<file path="src/verilog/sdram_ctl_defines.svh">
// Purpose: Shared constants for the clock-gate / power control link
// Assumes: 40 MHz mclk, two banks selected by address bit 11
// Notes:   Timing counts derive from times in ns, except T_INIT_CYC, from a time in us, and T_MRD_CYC, given in cycles
`ifndef SDRAM_CTL_DEFINES_SVH
`define SDRAM_CTL_DEFINES_SVH
`define ADDR_W          12
`define BANK_BIT        11
`define AP_BIT          10
`define PALL_ADDR       12'h400
`define INIT_MODE       12'h020
`define COL_IGN_LO      8
`define COL_IGN_HI      9
`define MR_BL_LO        0
`define MR_BL_HI        2
`define MR_BT_BIT       3
`define MR_CL_LO        4
`define MR_CL_HI        6
`define MR_OPT_LO       8
`define MR_OPT_HI       11
`define BL_FULL_PAGE    3'h7
`define CLK_PERIOD_NS   25
`define T_RC_NS         70
`define T_RC_CYC        ((`T_RC_NS + `CLK_PERIOD_NS - 1) / `CLK_PERIOD_NS)
`define T_RRD_NS        20
`define T_RRD_CYC       ((`T_RRD_NS + `CLK_PERIOD_NS - 1) / `CLK_PERIOD_NS)
`define T_RAS_NS        42
`define T_RAS_CYC       ((`T_RAS_NS + `CLK_PERIOD_NS - 1) / `CLK_PERIOD_NS)
`define T_RCD_NS        20
`define T_RCD_CYC       ((`T_RCD_NS + `CLK_PERIOD_NS - 1) / `CLK_PERIOD_NS)
`define T_MRD_CYC       2
`define T_INIT_US       100
`define T_INIT_CYC      (`T_INIT_US * 1000 / `CLK_PERIOD_NS)
`define REFRESH_INIT    2
`define ROW_CNT_W       11
`endif

</file>
<file path="src/verilog/sdram_ctl_pkg.sv">
// Purpose: Types shared by both ends of the link
// Assumes: Command pins follow the usual strobe encoding
// Notes:   Command value is {cs_n, ras_n, cas_n, we_n}
package sdram_ctl_pkg;
  typedef enum logic [3:0] {
    cmd_load     = 4'h0,
    cmd_refresh  = 4'h1,
    cmd_pre      = 4'h2,
    cmd_act      = 4'h3,
    cmd_write    = 4'h4,
    cmd_read     = 4'h5,
    cmd_burst_stop = 4'h6,
    cmd_nop      = 4'h7,
    cmd_desel    = 4'h8
  } cmd_t;
  typedef enum logic [2:0] {
    dev_idle     = 3'b000,
    dev_busy     = 3'b001,
    dev_suspend  = 3'b011,
    dev_self_ref = 3'b010,
    dev_sr_recov = 3'b110,
    dev_pdown    = 3'b111
  } dev_state_t;
  typedef enum logic [1:0] {
    bank_idle   = 2'b00,
    bank_active = 2'b01,
    bank_burst  = 2'b11,
    bank_burst_ap = 2'b10
  } bank_state_t;
endpackage

</file>
<file path="src/verilog/sdram_link_if.sv">
// Purpose: Pin-level link between memory controller and device model logic
// Assumes: Single clock mclk drives both ends
// Notes:   Data pins omitted; the block covers command and power control
`timescale 1ns/1ps
interface sdram_link_if;
  logic        cke;
  logic        cs_n;
  logic        ras_n;
  logic        cas_n;
  logic        we_n;
  logic [11:0] addr;
  logic [1:0]  dqm;
  modport ctrl (output cke, output cs_n, output ras_n, output cas_n,
                output we_n, output addr, output dqm);
  modport dev  (input cke, input cs_n, input ras_n, input cas_n,
                input we_n, input addr, input dqm);
endinterface

</file>
<file path="src/verilog/sdram_dev_end.sv">
// Purpose: Device end: command decode, bank states, power-down, self-refresh
// Assumes: Link pins come from logic on mclk, so no synchroniser is used
// Notes:   Bursts modelled as a counter; no data path
`timescale 1ns/1ps
`include "sdram_ctl_defines.svh"
module sdram_dev_end
  import sdram_ctl_pkg::*;
#(
  parameter int BURST_W = 9
) (
  input  wire logic           mclk,
  input  wire logic           rst,
  sdram_link_if.dev           link,
  output      logic [2:0]     burst_len,
  output      logic           burst_type,
  output      logic [2:0]     read_latency,
  output      logic [3:0]     mode_options,
  output      logic [`ROW_CNT_W-1:0] refresh_row,
  output      logic [7:0]     column_addr,
  output      logic           suspended,
  output      sdram_ctl_pkg::dev_state_t dev_state,
  output      logic [1:0]     bank_open,
  output      logic           illegal_cmd
);
  import sdram_ctl_pkg::*;

  dev_state_t                st_reg, st_next;
  bank_state_t               bank_reg [2], bank_next [2];
  logic [BURST_W-1:0]        bcnt_reg [2], bcnt_next [2];
  logic [`ADDR_W-1:0]        mode_reg, mode_next;
  logic [`ROW_CNT_W-1:0]     row_reg, row_next;
  logic [7:0]                col_reg, col_next;
  logic [3:0]                trc_reg, trc_next;
  logic                      cke_prev_reg;
  logic                      ill_reg, ill_next;
  cmd_t                      cmd;
  logic                      sel;
  logic                      all_idle;
  logic [BURST_W-1:0]        blen;

  assign cmd      = link.cs_n ? cmd_desel : cmd_t'({1'b0, link.ras_n, link.cas_n, link.we_n});
  assign sel      = link.addr[`BANK_BIT];
  assign all_idle = (bank_reg[0] == bank_idle) && (bank_reg[1] == bank_idle);

  always_comb begin
    case (mode_reg[`MR_BL_HI:`MR_BL_LO])
      3'h0:    blen = BURST_W'(1);
      3'h1:    blen = BURST_W'(2);
      3'h2:    blen = BURST_W'(4);
      3'h3:    blen = BURST_W'(8);
      default: blen = '1;
    endcase
  end

  always_comb begin
    st_next   = st_reg;
    bank_next = bank_reg;
    bcnt_next = bcnt_reg;
    mode_next = mode_reg;
    row_next  = row_reg;
    col_next  = col_reg;
    trc_next  = (trc_reg != 4'h0) ? trc_reg - 4'h1 : 4'h0;
    ill_next  = 1'b0;
    for (int b = 0; b < 2; b++) begin
      if (bank_reg[b] == bank_burst || bank_reg[b] == bank_burst_ap) begin
        if (bcnt_reg[b] <= BURST_W'(1)) begin
          bank_next[b] = (bank_reg[b] == bank_burst_ap) ? bank_idle : bank_active;
          bcnt_next[b] = '0;
        end else begin
          bcnt_next[b] = bcnt_reg[b] - BURST_W'(1);
        end
      end
    end
    case (st_reg)
      dev_self_ref: begin
        if (link.cke) begin
          st_next  = dev_sr_recov;
          trc_next = 4'(`T_RC_CYC);
          ill_next = (cmd != cmd_desel) && (cmd != cmd_nop);
        end
      end
      dev_sr_recov: begin
        if (cmd != cmd_desel && cmd != cmd_nop)
          ill_next = 1'b1;
        if (!link.cke)
          st_next = dev_pdown;
        else if (trc_reg <= 4'h1)
          st_next = dev_idle;
      end
      dev_pdown: begin
        if (link.cke)
          st_next = dev_idle;
      end
      dev_suspend: begin
        if (link.cke) begin
          st_next = dev_busy;
        end else begin
          bank_next = bank_reg;
          bcnt_next = bcnt_reg;
        end
      end
      default: begin
        // Commands decode only while the gate is high, and in busy only if it was also high in the prior cycle
        if (st_reg == dev_busy && !cke_prev_reg) begin
          bank_next = bank_reg;
          bcnt_next = bcnt_reg;
        end else if (all_idle && !link.cke && cmd == cmd_refresh) begin
          st_next = dev_self_ref;
        end else if (all_idle && !link.cke) begin
          st_next = dev_pdown;
        end else if (!link.cke) begin
          st_next = dev_suspend;
        end else begin
          case (cmd)
            cmd_load: begin
              if (all_idle)
                mode_next = link.addr;
              else
                ill_next = 1'b1;
            end
            cmd_refresh: begin
              if (all_idle)
                row_next = row_reg + `ROW_CNT_W'(1);
              else
                ill_next = 1'b1;
            end
            cmd_act: begin
              if (bank_reg[sel] == bank_idle)
                bank_next[sel] = bank_active;
              else
                ill_next = 1'b1;
            end
            cmd_pre: begin
              if (link.addr[`AP_BIT]) begin
                bank_next[0] = bank_idle;
                bank_next[1] = bank_idle;
              end else begin
                bank_next[sel] = bank_idle;
              end
            end
            cmd_read, cmd_write: begin
              if (bank_reg[sel] != bank_idle) begin
                bank_next[sel] = link.addr[`AP_BIT] ? bank_burst_ap : bank_burst;
                bcnt_next[sel] = blen;
                col_next       = link.addr[`COL_IGN_LO-1:0];
              end else begin
                ill_next = 1'b1;
              end
            end
            cmd_burst_stop: begin
              for (int b = 0; b < 2; b++)
                if (bank_reg[b] == bank_burst)
                  bank_next[b] = bank_active;
            end
            default: ;
          endcase
        end
        if (st_next == dev_idle || st_next == dev_busy)
          st_next = (bank_next[0] == bank_idle && bank_next[1] == bank_idle)
                    ? dev_idle : dev_busy;
      end
    endcase
  end

  always_ff @(posedge mclk or posedge rst) begin
    if (rst) begin
      st_reg       <= dev_idle;
      bank_reg[0]  <= bank_idle;
      bank_reg[1]  <= bank_idle;
      bcnt_reg[0]  <= '0;
      bcnt_reg[1]  <= '0;
      mode_reg     <= '0;
      row_reg      <= '0;
      col_reg      <= '0;
      trc_reg      <= 4'h0;
      cke_prev_reg <= 1'b1;
      ill_reg      <= 1'b0;
    end else begin
      st_reg       <= st_next;
      bank_reg     <= bank_next;
      bcnt_reg     <= bcnt_next;
      mode_reg     <= mode_next;
      row_reg      <= row_next;
      col_reg      <= col_next;
      trc_reg      <= trc_next;
      cke_prev_reg <= link.cke;
      ill_reg      <= ill_next;
    end
  end

  assign burst_len    = mode_reg[`MR_BL_HI:`MR_BL_LO];
  assign burst_type   = mode_reg[`MR_BT_BIT];
  assign read_latency = mode_reg[`MR_CL_HI:`MR_CL_LO];
  assign mode_options = mode_reg[`MR_OPT_HI:`MR_OPT_LO];
  assign refresh_row  = row_reg;
  assign column_addr  = col_reg;
  assign suspended    = (st_reg == dev_suspend);
  assign dev_state    = st_reg;
  assign bank_open    = {bank_reg[1] != bank_idle, bank_reg[0] != bank_idle};
  assign illegal_cmd  = ill_reg;
endmodule

</file>
<file path="src/flat_wrapper.sv">
// flat-port wrapper written by rule: the top's interface ports become plain ports
module sdram_dev_end_flat import sdram_ctl_pkg::*;
#(
  parameter int BURST_W = 9
)
  (mclk, rst, burst_len, burst_type, read_latency, mode_options, refresh_row, column_addr, suspended, dev_state, bank_open, illegal_cmd, link_cke, link_cs_n, link_ras_n, link_cas_n, link_we_n, link_addr, link_dqm);
  sdram_link_if link_i ();
  input  wire logic mclk;
  input  wire logic rst;
  output      logic [2:0] burst_len;
  output      logic burst_type;
  output      logic [2:0] read_latency;
  output      logic [3:0] mode_options;
  output      logic [`ROW_CNT_W-1:0] refresh_row;
  output      logic [7:0] column_addr;
  output      logic suspended;
  output      sdram_ctl_pkg::dev_state_t dev_state;
  output      logic [1:0] bank_open;
  output      logic illegal_cmd;
  input wire logic [$bits(link_i.cke)-1:0] link_cke;
  input wire logic [$bits(link_i.cs_n)-1:0] link_cs_n;
  input wire logic [$bits(link_i.ras_n)-1:0] link_ras_n;
  input wire logic [$bits(link_i.cas_n)-1:0] link_cas_n;
  input wire logic [$bits(link_i.we_n)-1:0] link_we_n;
  input wire logic [$bits(link_i.addr)-1:0] link_addr;
  input wire logic [$bits(link_i.dqm)-1:0] link_dqm;
  assign link_i.cke = link_cke;
  assign link_i.cs_n = link_cs_n;
  assign link_i.ras_n = link_ras_n;
  assign link_i.cas_n = link_cas_n;
  assign link_i.we_n = link_we_n;
  assign link_i.addr = link_addr;
  assign link_i.dqm = link_dqm;
  sdram_dev_end #(.BURST_W(BURST_W)) u_core (.mclk(mclk), .rst(rst), .link(link_i), .burst_len(burst_len), .burst_type(burst_type), .read_latency(read_latency), .mode_options(mode_options), .refresh_row(refresh_row), .column_addr(column_addr), .suspended(suspended), .dev_state(dev_state), .bank_open(bank_open), .illegal_cmd(illegal_cmd));
endmodule
</file>
<file path="config.mk">
export PLATFORM = sky130hd
export DESIGN_NAME = sdram_dev_end_flat
export DESIGN_NICKNAME = d
export VERILOG_FILES = /design/src/verilog/sdram_ctl_pkg.sv /design/src/verilog/sdram_link_if.sv /design/src/verilog/sdram_dev_end.sv /design/src/flat_wrapper.sv
export VERILOG_INCLUDE_DIRS = /design/src /design/src/verilog
export SDC_FILE = /design/constraint.sdc
export NUM_CORES = 1
export LEC_CHECK = 0
export ABC_AREA = 1
export BUFFER_PORTS_ARGS = -buffer_cell sky130_fd_sc_hd__buf_2
export CORE_ASPECT_RATIO = 1.1
export CORE_MARGIN = 2
export CORE_UTILIZATION = 55
export DETAILED_ROUTE_END_ITERATION = 16
export PLACE_DENSITY = 0.81
export SLEW_MARGIN = 20
export SYNTH_ARGS = -nofsm -noshare
export SYNTH_HDL_FRONTEND = slang
export SYNTH_SLANG_ARGS = --single-unit
export TNS_END_PERCENT = 20
</file>
<file path="constraint.sdc">
create_clock -name mclk -period 4.99 [get_ports mclk]
set_input_delay 0.998 -clock mclk [delete_from_list [all_inputs] [get_ports mclk]]
set_output_delay 0.998 -clock mclk [all_outputs]
set_load 0.01 [all_outputs]
</file>
==> impl_metrics.env <==
export IMPL_status="completed"
export IMPL_dpl_hpwl_mm=6.16
export IMPL_n_fill_cell=564
export IMPL_worstSetupPathType="flip-flop to primary output"
export IMPL_rsz0062_at_grt="no"
export IMPL_place_congestion=0.944
export IMPL_antenna_found_initial=0
export IMPL_ant_nets=0
export IMPL_yosysTopAreaCellShare_pct=39.8
export IMPL_holdBufCountCts=0
export IMPL_dr_pass1_iters=5
export IMPL_via_count=3448
export IMPL_finalWirelength_mm=8.38
export IMPL_cts_num_sinks=61
export IMPL_path_cells="inv_2 -> nor2_2 -> buf_2"
export IMPL_cts_made_buffers=9
export IMPL_core_area_mm2=0.00663
export IMPL_area_growth_syn_to_layout_pct=12.2
export IMPL_synth_top_area_cell="dfrtp_1"
export IMPL_cap_violations=0
export IMPL_crit_family="flip-flops"
export IMPL_clock_latency_ns=0.35
export IMPL_root_buffer="clkbuf_8"
export IMPL_fp_row_count=31
export IMPL_layout_nets=558
export IMPL_postCtsSetupBuffers=0
export IMPL_period_share_pct=52.0
export IMPL_fmax_mhz=385
export IMPL_cts_buffer_depth=2
export IMPL_slew_violations=0
export IMPL_cts_htree_levels=3
export IMPL_crit_path_start_kind="flip-flop"
export IMPL_critPathMaxFanout=17
export IMPL_tns_ns=0
export IMPL_antenna_diode_count=0
export IMPL_slowest_stage="dfrtp_1"
export IMPL_overflow=0
export IMPL_max_stage_delay_ns=0.75
export IMPL_cts_repair_resized=0
export IMPL_clk_pin_slew_worst_paths_ns=0.07
export IMPL_required_ns=3.99
export IMPL_drt_initial_drc_count=207
export IMPL_largest_reg_flops=18
export IMPL_min_period_ns=2.60
export IMPL_min_path_type="flip-flop to flip-flop"
export IMPL_die_w_um=83.0
export IMPL_synth_cell_types=46
export IMPL_yosysSeqAreaShare_pct=40.5
export IMPL_maxSlewHeadroom_pct=49.3
export IMPL_io_buffers=55
export IMPL_hold_violations=0
export IMPL_setup_viol=0
export IMPL_syn_nets=505
export IMPL_initial_core_util_pct=56.9
export IMPL_avgSynthCellArea_um2=7.88
export IMPL_drc=0
export IMPL_dieArea_mm2=0.00754
export IMPL_synth_warnings=0
export IMPL_cts_tree="done"
export IMPL_ioPinCount=58
export IMPL_first_global_vias=3313
export IMPL_final_layout_size_suffix_gt1_share_pct=25.0
export IMPL_power_mw=2.24
export IMPL_irDropWorstVdd_mv=0.354
export IMPL_grt_max_degree=62
export IMPL_avgRoutedWirePerCell_um=13.5
export IMPL_via_per_inst=5.57
export IMPL_worst_pin_slew_ns=0.761
export IMPL_grt_usage_pct=23.5
export IMPL_cp_buffers_inverters=2
export IMPL_arrival_ns=1.60
export IMPL_syn_area_mm2=0.00377
export IMPL_synthCells=479
export IMPL_skew_ns=0.00754
export IMPL_die_height_um=90.9
export IMPL_grt_pass1_wl_mm=14.6
export IMPL_critPathCaptureType="primary output"
export IMPL_leakagePower_nw=2.16
export IMPL_powerDensity_mw_per_mm2=529
export IMPL_synth_seq_cells=61
export IMPL_synthTopCellsByArea="dfrtp_1, nand2_1, o21ai_0"
[worst paths after layout]
kind,startpoint,end,slack (ns),depth (start not counted)
worst min register to register,u_core.refresh_row[10],u_core.refresh_row[10],0.47,1
min in group asynchronous,rst,u_core.refresh_row[8],0.85,3
worst min-delay path,u_core.refresh_row[10],u_core.refresh_row[10],0.47,1
worst max-delay path,u_core.dev_state[1],suspended,2.39,3
worst max register to register,u_core.dev_state[1],u_core.bcnt_reg[5],2.67,8
max in group asynchronous,rst,u_core.bcnt_reg[17],3.63,3
[Yosys cell counts, drive strengths merged]
| cell type | number |
|---|---|
| nor3b | 1 |
| clkbuf | 3 |
| o211ai | 1 |
| xor2 | 8 |
| clkinv | 4 |
| nand2 | 96 |
| dfrtp | 60 |
| a31oi | 3 |
| a41oi | 1 |
| xnor2 | 7 |
| ha | 5 |
| o21ai | 53 |
| a22oi | 5 |
| o32ai | 1 |
| inv | 68 |
| nor2 | 55 |
| mux2 | 3 |
| o2111ai | 1 |
| nor3 | 8 |
| o22ai | 8 |
| nand4 | 13 |
| nand3 | 32 |
| o221ai | 3 |
| a21oi | 27 |
| a221oi | 1 |
| dfstp | 1 |
| buf | 11 |
[worst reg2reg max path: cells and delay by family (launching register included)]
kind / cells / cell delay (ns)
AND/OR/NAND/NOR: 3 / 0.80
AO/OA/AOI/OAI: 3 / 0.39
flip-flops: 1 / 0.75
buffers and inverters: 2 / 0.31
[kinds of logic (layout without fill, tap and decap cells)]
group	count (synthesis)	in the layout	synth area share, %
AOI/OAI and AO/OA	104	104	15.6
and+or+nand+nor	205	205	27.8
adders and majority gates	5	5	1.66
xor gates and xnor gates	15	15	3.68
muxes	3	3	0.895
DFF	61	61	40.5
buffers and inverters	86	144	9.98
[layout make-up]
class	instances	area, um2	area share, %
Multi-Input combinational cell	332	1870	44.2
Sequential cell	61	1530	36.1
Timing Repair Buffer	56	283	6.68
Inverter	72	274	6.47
Clock buffer	9	124	2.93
Tap cell	82	103	2.42
Clock inverter	7	52.6	1.24
[layout by cell type (no fill, tap or decap), types with 2 or more instances in the layout]
master,netlist,layout
nor2_1,41,41
clkinv_2,1,3
nor3_1,5,5
mux2_2,2,2
inv_1,53,52
buf_2,4,55
inv_2,14,15
clkinv_1,3,3
nand4_1,12,12
a21oi_1,25,25
o221ai_1,3,3
dfrtp_1,60,60
a22oi_1,5,5
nor2_4,7,7
clkinv_4,0,4
xor2_1,8,8
nor2_2,7,7
nand3_2,6,6
o21ai_1,9,9
nand2_1,84,84
clkbuf_8,0,9
o22ai_1,8,8
ha_1,5,5
nor3_2,2,2
a31oi_1,3,3
xnor2_1,6,6
nand2_4,2,2
nand2_2,10,10
o21ai_0,43,43
nand3_1,25,25
a21oi_2,2,2
[stage by stage]
stage               instance area [um2]  hold slack (ns)  util [%]  worst slack [ns]  cells
floorplan                          3770            0.450         -              2.48    479
detailed placement                 4060            0.461      61.2              2.20    603
finish                             4230            0.468      63.8              2.39    619
global placement                   4060            0.454      61.2              2.26    603
global route                       4230            0.499      63.8              2.28    619
CTS                                4230            0.475      63.8              2.41    619
[where the power goes]
| group | internal (mW) | switching, mW | leakage [nW] |
|---|---|---|---|
| logic | 0.378 | 0.616 | 1.30 |
| registers | 0.668 | 0.184 | 0.780 |
| clock network | 0.181 | 0.211 | 0.0891 |
| total | 1.23 | 1.01 | 2.16 |
[metal layers]
layer,share of wire [%],GRT usage [%],vias up
li1,-,-,1688
met1,43,28.9,1646
met2,50,39.2,95
met3,5.3,5.76,19
met4,2.2,10.2,0
met5,0,0,-
No activity file was read; power rests on OpenSTA's default activity.
